### src/logic/uart_msi_regs.vh
`ifndef UART_MSI_REGS_VH
`define UART_MSI_REGS_VH
// Register byte offsets
`define OFS_HS_STATUS   8'h00
`define OFS_INT_ENABLE  8'h04
`define OFS_INT_SOURCE  8'h08
`define OFS_HS_CONTROL  8'h0C
`define OFS_ENH_CTRL    8'h10
`define OFS_QUEUE_CTRL  8'h14
// Reset values
`define RST_HS_CONTROL  8'h00
`define RST_INT_ENABLE  8'h00
`define RST_ENH_CTRL    8'h00
`define RST_QUEUE_CTRL  8'h00
// Interrupt enable fields
`define IE_CTS          7
`define IE_RTS          6
`define IE_XOFF         5
`define IE_SLEEP        4
`define IE_MODEM        3
`define IE_LINE         2
`define IE_THR          1
`define IE_RHR          0
// Handshake control fields
`define HC_LOOP         4
`define HC_OP           3
`define HC_OUT2         2
`define HC_RTS          1
`define HC_DTR          0
// Enhanced feature fields
`define EF_SPECIAL      5
`define EF_WREN         4
// Queue control fields
`define QC_FIFO_EN      0
// Interrupt source codes, bits 5:0
`define ID_NONE         6'h01
`define ID_LINE         6'h06
`define ID_TIMEOUT      6'h0C
`define ID_RHR          6'h04
`define ID_THR          6'h02
`define ID_MODEM        6'h00
`define ID_XOFF         6'h10
`define ID_RTSCTS       6'h20
`endif

### src/logic/pin_sync.v
`timescale 1ns/1ps
// Two-stage synchroniser, one stage pair per bit
module pin_sync #(
  parameter W = 4
) (
  input  wire         pclk,
  input  wire         presetn,
  input  wire [W-1:0] d,
  output wire [W-1:0] q
);
  genvar i;
  generate
    for (i = 0; i < W; i = i + 1) begin : g_bit
      reg meta_r;  // First stage, read only by second
      reg sync_r;  // Second stage
      // Pins idle high (inactive), so reset to one
      always @(posedge pclk or negedge presetn) begin
        if (!presetn) begin
          meta_r <= 1'b1;
          sync_r <= 1'b1;
        end else begin
          meta_r <= d[i];
          sync_r <= meta_r;
        end
      end
      assign q[i] = sync_r;
    end
  endgenerate
endmodule // pin_sync

### src/logic/uart_modem_status_interrupts.v
// Functional notes
// - Status bit7: not carrier pin, loop: control3
// - Status bit6: not ring pin, loop: control2
// - Status bit5: not dsr pin, loop: control0
// - Status bit4: not cts pin, loop: control1
// - Bit3 flags carrier change; read clears
// - Bit2 flags ring rising edge; read clears
// - Bit1 flags dsr change; read clears
// - Bit0 flags cts change; read clears
// - Enable bits 7,6,5: cts, rts, xoff
// - Enable bits 3..0: modem, line, thr, rhr
// - Enable bit4 selects sleep mode
// - Enable bits 7:4 writable only with wren
// - Re-enabling thr raises no new interrupt
// - Interrupt output follows enabled pending sources
// - Source register read-only, highest priority shown
// - Source bit0 low while anything pending
// - Source bits 7:6 mirror fifo enable
// - Line error code 000110, top priority
// - Timeout 001100, rhr 000100, thr 000010
// - Modem 000000, xoff/special 010000
// - Rts/cts inactive change 100000, lowest
// - Control bit4 selects internal loop-back
// - Special char match sets source bit4
//
// The address map and the APB interface to the registers are this design's own decisions.
`timescale 1ns/1ps
`include "uart_msi_regs.vh"
module uart_modem_status_interrupts (
  input  wire        pclk,
  input  wire        presetn,
  input  wire        psel,
  input  wire        penable,
  input  wire        pwrite,
  input  wire [7:0]  paddr,
  input  wire [31:0] pwdata,
  output wire [31:0] prdata,
  output wire        pready,
  output wire        pslverr,
  input  wire        cd_n,
  input  wire        ri_n,
  input  wire        dsr_n,
  input  wire        cts_n,
  input  wire        line_err,
  input  wire        rx_timeout,
  input  wire        rx_ready,
  input  wire        tx_space_evt,
  input  wire        thr_write,
  input  wire        xoff_evt,
  input  wire        char_match_evt,
  input  wire        rts_inactive_evt,
  output wire        irq,
  output wire        dtr_n,
  output wire        rts_n,
  output wire        op_n,
  output wire        loopback,
  output wire        sleep_en
);

  // Synchronised pins {cd, ri, dsr, cts}
  wire [3:0] pin_s;

  // Register state
  reg  [7:0]  hs_control_r;   // Handshake control
  reg  [7:0]  int_enable_r;   // Interrupt enable
  reg  [7:0]  enh_ctrl_r;     // Enhanced feature control
  reg  [7:0]  queue_ctrl_r;   // Queue control
  reg  [3:0]  line_r;         // Current {cd, ri, dsr, cts}
  reg  [3:0]  delta_r;        // Change flags
  reg         thr_pend_r;     // Transmit space pending
  reg         xoff_pend_r;    // Xoff/special pending
  reg         rtscts_pend_r;  // Rts/cts inactive pending
  reg         irq_r;          // Interrupt output flop
  reg  [31:0] prdata_r;       // Read data
  reg         pready_r;       // Access completes
  reg         pslverr_r;      // Unmapped address
  reg         dtr_n_r;        // Pin flops
  reg         rts_n_r;
  reg         op_n_r;

  // Next values
  reg  [3:0]  line_nxt;
  reg  [3:0]  delta_nxt;
  reg  [7:0]  hs_control_nxt;
  reg  [7:0]  int_enable_nxt;
  reg         thr_pend_nxt;
  reg         xoff_pend_nxt;
  reg         rtscts_pend_nxt;
  reg  [5:0]  id_code;        // Bits 5:0 of source register
  reg  [7:0]  rd_mux;         // Read data selection
  reg         rd_hit;         // Address decodes

  // Bus phase decode
  wire access  = psel & penable;
  wire done    = access & pready_r;
  wire wr_done = done & pwrite;
  wire rd_done = done & ~pwrite;
  wire wr_hs   = wr_done & (paddr == `OFS_HS_CONTROL);
  wire wr_ie   = wr_done & (paddr == `OFS_INT_ENABLE);
  wire wr_ef   = wr_done & (paddr == `OFS_ENH_CTRL);
  wire wr_qc   = wr_done & (paddr == `OFS_QUEUE_CTRL);
  wire rd_stat = rd_done & (paddr == `OFS_HS_STATUS);
  wire rd_src  = rd_done & (paddr == `OFS_INT_SOURCE);
  wire loop_on = hs_control_r[`HC_LOOP];
  wire wren    = enh_ctrl_r[`EF_WREN];

  // Pin synchroniser
  pin_sync #(
    .W (4)
  ) u_sync (
    .pclk    (pclk),
    .presetn (presetn),
    .d       ({cd_n, ri_n, dsr_n, cts_n}),
    .q       (pin_s)
  );

  // Line source: inverted pins, or control bits in loop-back
  always @* begin
    if (loop_on) begin
      line_nxt = {hs_control_r[`HC_OP], hs_control_r[`HC_OUT2],
                  hs_control_r[`HC_DTR], hs_control_r[`HC_RTS]};
    end else begin
      line_nxt = ~pin_s;
    end
  end

  // Ring source rising: pin going high (status falling), or control bit2 rising in loop-back
  wire ri_rise = loop_on ? (line_nxt[2] & ~line_r[2]) : (line_r[2] & ~line_nxt[2]);

  // Change flags; a read clears only what it returned, so a late event is not lost
  always @* begin
    delta_nxt = rd_stat ? (delta_r & ~prdata_r[3:0]) : delta_r;
    if (line_nxt[3] != line_r[3]) begin
      delta_nxt[3] = 1'b1;
    end
    if (ri_rise) begin
      delta_nxt[2] = 1'b1;
    end
    if (line_nxt[1] != line_r[1]) begin
      delta_nxt[1] = 1'b1;
    end
    if (line_nxt[0] != line_r[0]) begin
      delta_nxt[0] = 1'b1;
    end
  end

  // Enabled conditions
  wire line_act  = int_enable_r[`IE_LINE] & line_err;
  wire tmo_act   = int_enable_r[`IE_RHR] & rx_timeout;
  wire rhr_act   = int_enable_r[`IE_RHR] & rx_ready;
  wire thr_act   = int_enable_r[`IE_THR] & thr_pend_r;
  wire modem_act = int_enable_r[`IE_MODEM] & (|delta_r);
  wire xoff_act  = int_enable_r[`IE_XOFF] & xoff_pend_r;
  wire rc_act    = (int_enable_r[`IE_CTS] | int_enable_r[`IE_RTS]) & rtscts_pend_r;

  // Priority encoder, highest priority first
  always @* begin
    if (line_act) begin
      id_code = `ID_LINE;
    end else if (tmo_act) begin
      id_code = `ID_TIMEOUT;
    end else if (rhr_act) begin
      id_code = `ID_RHR;
    end else if (thr_act) begin
      id_code = `ID_THR;
    end else if (modem_act) begin
      id_code = `ID_MODEM;
    end else if (xoff_act) begin
      id_code = `ID_XOFF;
    end else if (rc_act) begin
      id_code = `ID_RTSCTS;
    end else begin
      id_code = `ID_NONE;
    end
  end

  // Source register value with fifo enable mirror
  wire [7:0] src_val = {{2{queue_ctrl_r[`QC_FIFO_EN]}}, id_code};

  // Transmit space pending: set only by an event while enabled
  always @* begin
    thr_pend_nxt = thr_pend_r;
    if (thr_write | (rd_src & (prdata_r[5:0] == `ID_THR))) begin
      thr_pend_nxt = 1'b0;
    end
    if (~int_enable_r[`IE_THR]) begin
      thr_pend_nxt = 1'b0;
    end
    if (tx_space_evt & int_enable_r[`IE_THR]) begin
      thr_pend_nxt = 1'b1;
    end
  end

  // Xoff and special character pending
  always @* begin
    xoff_pend_nxt = xoff_pend_r;
    if (rd_src & (prdata_r[5:0] == `ID_XOFF)) begin
      xoff_pend_nxt = 1'b0;
    end
    if (xoff_evt | (char_match_evt & enh_ctrl_r[`EF_SPECIAL])) begin
      xoff_pend_nxt = 1'b1;
    end
  end

  // Rts/cts inactive transition pending
  always @* begin
    rtscts_pend_nxt = rtscts_pend_r;
    if (rd_src & (prdata_r[5:0] == `ID_RTSCTS)) begin
      rtscts_pend_nxt = 1'b0;
    end
    if ((int_enable_r[`IE_CTS] & line_r[0] & ~line_nxt[0]) |
        (int_enable_r[`IE_RTS] & rts_inactive_evt)) begin
      rtscts_pend_nxt = 1'b1;
    end
  end

  // Control writes; upper bits guarded by write enable
  always @* begin
    hs_control_nxt = hs_control_r;
    int_enable_nxt = int_enable_r;
    if (wr_hs) begin
      hs_control_nxt[4:0] = pwdata[4:0];
      if (wren) begin
        hs_control_nxt[7:5] = pwdata[7:5];
      end
    end
    if (wr_ie) begin
      int_enable_nxt[3:0] = pwdata[3:0];
      if (wren) begin
        int_enable_nxt[7:4] = pwdata[7:4];
      end
    end
  end

  // Read mux and address decode
  always @* begin
    rd_hit = 1'b1;
    case (paddr)
      `OFS_HS_STATUS: begin
        rd_mux = {line_r, delta_r};
      end
      `OFS_INT_ENABLE: begin
        rd_mux = int_enable_r;
      end
      `OFS_INT_SOURCE: begin
        rd_mux = src_val;
      end
      `OFS_HS_CONTROL: begin
        rd_mux = hs_control_r;
      end
      `OFS_ENH_CTRL: begin
        rd_mux = enh_ctrl_r;
      end
      `OFS_QUEUE_CTRL: begin
        rd_mux = queue_ctrl_r;
      end
      default: begin
        rd_mux = 8'h00;
        rd_hit = 1'b0;
      end
    endcase
  end

  // Register and status state
  always @(posedge pclk or negedge presetn) begin
    if (!presetn) begin
      hs_control_r  <= `RST_HS_CONTROL;
      int_enable_r  <= `RST_INT_ENABLE;
      enh_ctrl_r    <= `RST_ENH_CTRL;
      queue_ctrl_r  <= `RST_QUEUE_CTRL;
      line_r        <= 4'h0;
      delta_r       <= 4'h0;
      thr_pend_r    <= 1'b0;
      xoff_pend_r   <= 1'b0;
      rtscts_pend_r <= 1'b0;
    end else begin
      hs_control_r  <= hs_control_nxt;
      int_enable_r  <= int_enable_nxt;
      line_r        <= line_nxt;
      delta_r       <= delta_nxt;
      thr_pend_r    <= thr_pend_nxt;
      xoff_pend_r   <= xoff_pend_nxt;
      rtscts_pend_r <= rtscts_pend_nxt;
      if (wr_ef) begin
        enh_ctrl_r <= pwdata[7:0];
      end
      if (wr_qc) begin
        queue_ctrl_r <= pwdata[7:0];
      end
    end
  end

  // Interrupt output, one cycle behind the pending state
  always @(posedge pclk or negedge presetn) begin
    if (!presetn) begin
      irq_r <= 1'b0;
    end else begin
      irq_r <= ~id_code[0];
    end
  end

  // Handshake output pins; held inactive in loop-back
  always @(posedge pclk or negedge presetn) begin
    if (!presetn) begin
      dtr_n_r <= 1'b1;
      rts_n_r <= 1'b1;
      op_n_r  <= 1'b1;
    end else begin
      dtr_n_r <= loop_on | ~hs_control_r[`HC_DTR];
      rts_n_r <= loop_on | ~hs_control_r[`HC_RTS];
      op_n_r  <= loop_on | ~hs_control_r[`HC_OP];
    end
  end

  // APB slave: one wait state, data captured in first access cycle
  always @(posedge pclk or negedge presetn) begin
    if (!presetn) begin
      pready_r  <= 1'b0;
      pslverr_r <= 1'b0;
      prdata_r  <= 32'h0000_0000;
    end else begin
      pready_r <= access & ~pready_r;
      if (access & ~pready_r) begin
        pslverr_r <= ~rd_hit;
        prdata_r  <= pwrite ? 32'h0000_0000 : {24'h00_0000, rd_mux};
      end else begin
        pslverr_r <= 1'b0;
        prdata_r  <= 32'h0000_0000;
      end
    end
  end

  // Outputs straight from flops
  assign prdata   = prdata_r;
  assign pready   = pready_r;
  assign pslverr  = pslverr_r;
  assign irq      = irq_r;
  assign dtr_n    = dtr_n_r;
  assign rts_n    = rts_n_r;
  assign op_n     = op_n_r;
  assign loopback = hs_control_r[`HC_LOOP];
  assign sleep_en = int_enable_r[`IE_SLEEP];

endmodule // uart_modem_status_interrupts

### config.mk
export PLATFORM = sky130hd
export DESIGN_NAME = uart_modem_status_interrupts
export DESIGN_NICKNAME = d
export VERILOG_FILES = /design/src/logic/pin_sync.v /design/src/logic/uart_modem_status_interrupts.v
export VERILOG_INCLUDE_DIRS = /design/src /design/src/logic
export SDC_FILE = /design/constraint.sdc
export NUM_CORES = 1
export LEC_CHECK = 0
export BUFFER_PORTS_ARGS = -buffer_cell sky130_fd_sc_hd__buf_2
export CAP_MARGIN = 20
export CORE_MARGIN = 4
export CORE_UTILIZATION = 46
export CTS_CLUSTER_DIAMETER = 200
export DETAILED_ROUTE_END_ITERATION = 16
export PLACE_DENSITY = 0.87
export SYNTH_ARGS = -nofsm -noshare
export SYNTH_HDL_FRONTEND = slang
export SYNTH_HIERARCHICAL = 1
export SYNTH_SLANG_ARGS = --single-unit
### constraint.sdc
create_clock -name pclk -period 1.4 [get_ports pclk]
set_input_delay 0.07 -clock pclk [delete_from_list [all_inputs] [get_ports pclk]]
set_output_delay 0.07 -clock pclk [all_outputs]
set_load 0.01 [all_outputs]
==> metrics <==
result of the run finished with violations; violations in the final reports negative setup slack; number of DRC markers after the initial detailed-route iteration 240; number of enable-type register cells in the synthesized netlist 0; I/O Buffers between 40 and 50; Max-cap violations 0; YS warnings 6; maximum number of buffers from clock root to sink 2; Syn-to-layout area delta 35.2%; floorplan row count 29; class of the most critical setup path reg2reg; cell chosen for the clock root sky130_fd_sc_hd__clkbuf_8; Crit path required time 1640 ps; filler-free cell count of the finished design approximately 440; Core Footprint about 6500 um2; die area a little over 8000 um2; arrival time of data at the critical path endpoint about 1800 ps; crit path max fanout 8; net load switching power 975 uW; Crit-path slowest cell sky130_fd_sc_hd__dfrtp_2; vias in the first global route approximately 2600; clock buffer count from CTS 9; standard cell area after detailed placement around 3600 um2; critical path launch point type flip-flop; delay of the slowest cell on the worst path around 440 ps; logic gate share of total power slightly above 8%; gpl congestion 1.01; number of hold violations in the final report 0; static leakage approximately 0.002 uW; antenna violations before repair 0; filler cell count in the final layout ~460; synthesized flop and latch total 65; share of layout cells above drive strength 1 48.9%; Initial DRT Pass Iterations 4; highest attainable clock frequency roughly 0.65 GHz; sum of overflow across all layers after global routing 0; wire length of the first global-routing pass between 10000 and 15000 um; total length of routed wires a little under 9000 um; Finished Core Util 65.3%; type of element capturing the critical path flip-flop; count of endpoints failing setup in the final report 31; min cycle time layout ~1500 ps; PD cells around 1000 nW/um2; area share of the leading cell type in the synthesized netlist a little over two fifths; commonest non-fill, non-tap cell in the layout sky130_fd_sc_hd__dfrtp_1; cell type with the highest aggregate area in the netlist sky130_fd_sc_hd__dfrtp_1; mean routed wirelength per cell roughly 20 um; Setup WS post-layout -143 ps; most used cells in the layout excluding fill and tap cells sky130_fd_sc_hd__dfrtp_1 (52), sky130_fd_sc_hd__buf_2 (48), sky130_fd_sc_hd__buf_4 (34); synthesized area 3120 um2; die span in x roughly 90 um; count of pins over their slew limit 0; dominant cell type by count on the critical path sky130_fd_sc_hd__buf_6; H-Tree Depth 3; placed cells around 400; Vias per Instance 5.70; number of distinct standard cells referenced by the synthesized netlist 44; number of design rule violations left after detail routing 0; maximum number of pins on one net before global-route repair 66; all-layer global routing usage between 20% and 30%; post-route antenna net violation count 0; Worst R2R Setup Slack -140 ps; Sequential cell area between 1500 and 2000 um2; vias post-DR ~2500; post-route clock period utilization 110%; effective utilization at floorplan 48.3%; most instantiated flip-flop cell in the synthesis netlist sky130_fd_sc_hd__dfrtp_1; Final Skew 11.0 ps; TritonCTS Sinks between 60 and 70; clock group share of total power between 40% and 50%; Reg power frac 45.0%; clock insertion delay at the later pin of the skew report approximately 360 ps; clock edge transition at the registers on the reported setup and hold paths roughly 70 ps; total number of nets in the final design approximately 420; placed wire-length estimate ~6000 um; Mapped Cells 255; Post-Layout Inst Area ~4200 um2; Syn Area/Cell around 12 um2; Slew @ Worst Pin roughly 520 ps; worst min path class in2reg; series of cell instances along the critical path nand2_4, nor3_4, buf_4, buf_6, nand4_1, buf_6, mux2_2; dominant cells by area after synthesis sky130_fd_sc_hd__dfrtp_1 (43%), sky130_fd_sc_hd__mux2_2 (12%), sky130_fd_sc_hd__dfstp_2 (9.3%); CTS tree built; fraction of power spent switching nets a little under a quarter; Internal between 3000 and 4000 uW; RSZ-0062 raised after global routing yes; number of top-level pins slightly below 100; multi-input logic area between 1000 and 1500 um2; headroom to the max-slew limit between 60 and 70%; proportion of synthesized chip area in sequential cells between 50% and 60%; DIE HEIGHT ~90 um; proportion of synthesized flip-flops having asynchronous set or reset 100%; Worst VDD drop between 0.0008 and 0.0009 V; antenna diode count 0
Yosys cell counts (2+ instances only):
master	count
sky130_fd_sc_hd__dfrtp_1	54
sky130_fd_sc_hd__mux2_2	32
sky130_fd_sc_hd__buf_4	28
sky130_fd_sc_hd__nand2_1	20
sky130_fd_sc_hd__dfstp_2	11
sky130_fd_sc_hd__inv_1	10
sky130_fd_sc_hd__o21ai_0	10
sky130_fd_sc_hd__a21oi_1	8
sky130_fd_sc_hd__mux4_2	8
sky130_fd_sc_hd__nand4_1	7
sky130_fd_sc_hd__nor2_1	6
sky130_fd_sc_hd__nor3_1	5
sky130_fd_sc_hd__and3_1	4
sky130_fd_sc_hd__nand3_1	4
sky130_fd_sc_hd__nor2b_1	4
sky130_fd_sc_hd__a22oi_1	3
sky130_fd_sc_hd__clkbuf_1	3
sky130_fd_sc_hd__mux2i_1	3
sky130_fd_sc_hd__nand2b_1	3
sky130_fd_sc_hd__xnor2_1	3
sky130_fd_sc_hd__a221o_1	2
sky130_fd_sc_hd__and4_1	2
sky130_fd_sc_hd__buf_2	2
sky130_fd_sc_hd__nor3b_1	2
sky130_fd_sc_hd__nor4_1	2
through the flow:
step	total power, uW	hold WS, ps	TNS (ps)	setup WS [ps]
floorplan	2130	-226	-1690	-179
global placement	2250	102	-6630	-222
detailed placement	2250	109	-7310	-258
CTS	4280	1.62	-769	-102
global route	4420	13.1	-4270	-178
finish	4280	12.2	-2540	-143
flip-flops by register name (all words and copies together), names as in the netlist:
name / count
op_n: 1
pslverr: 1
u_sync/g_bit.meta_r: 4
queue_ctrl_r: 8
line_r: 4
irq: 1
rts_n: 1
int_enable_r: 8
u_sync/g_bit.sync_r: 4
dtr_n: 1
delta_r: 4
hs_control_r: 8
pready: 1
rtscts_pend_r: 1
xoff_pend_r: 1
enh_ctrl_r: 8
prdata: 8
thr_pend_r: 1
routing by layer:
metal  GRT usage (%)  up-vias  routed length [um]
met1            25.8     1254                3530
met4            12.4        0                 389
met2            32.0      144                4240
li1                -     1077                   -
met3            6.58       39                 727
met5               0        -                   0
critical path, delay by kind of cell, from the launching register on:
family | cells | cell delay (ps)
DFF | 1 | 440
buffers and inverters | 3 | 410
muxes | 1 | 340
and+or+nand+nor | 3 | 230
layout make-up:
cell class	count	area share, %
clock inverters	6	2.70
flip-flops and latches	65	39.0
clock buffers	10	3.26
multi-input cells	170	34.5
inverters	10	0.890
repair buffers	103	17.4
well taps	77	2.28
logic make-up (layout without fill, tap and decap cells):
| logic type | after synthesis | count (layout) | share of synthesized area (%) |
|---|---|---|---|
| buffers and inverters | 43 | 129 | 8.63 |
| XOR/XNOR | 3 | 3 | 0.843 |
| flip-flops | 65 | 65 | 52.6 |
| multiplexers | 43 | 43 | 18.3 |
| other | 1 | 24 | 0.120 |
| AND/OR/NAND/NOR | 68 | 68 | 12.9 |
| AO/OA/AOI/OAI | 32 | 32 | 6.58 |
power groups by stage:
| stage | logic, uW | registers, uW | clock network, uW |
|---|---|---|---|
| after floorplan | 172 | 1960 | 0 |
| after global placement | 287 | 1960 | 0 |
| after detailed placement | 292 | 1960 | 0 |
| after CTS | 327 | 1930 | 2030 |
| after global routing | 378 | 1930 | 2110 |
| final | 350 | 1930 | 2000 |
repair_timing:
action                                  4_1_cts  5_1_grt
cloned                                        0        0
hold buffers                                 14        0
pin swaps                                    11       10
endpoints found under the hold margin        80        0
setup buffers                                 0        6
resized for setup                            14       28
endpoints found under the setup margin       22       40
final timing paths:
check,cells past startpoint,start,endpoint
worst max-delay path,7,pready$_DFF_PN0_,queue_ctrl_r[3]$_DFFE_PN0P_
worst min-delay path,3,paddr[0],prdata[3]$_DFF_PN0_
worst max register to register,7,pready$_DFF_PN0_,queue_ctrl_r[3]$_DFFE_PN0P_
worst min register to register,0,u_sync/g_bit[3].meta_r$_DFF_PN1_,u_sync/g_bit[3].sync_r$_DFF_PN1_
max in group asynchronous,3,presetn,u_sync/g_bit[3].sync_r$_DFF_PN1_
min in group asynchronous,3,presetn,queue_ctrl_r[4]$_DFFE_PN0P_
No activity file was read; power rests on OpenSTA's default activity.
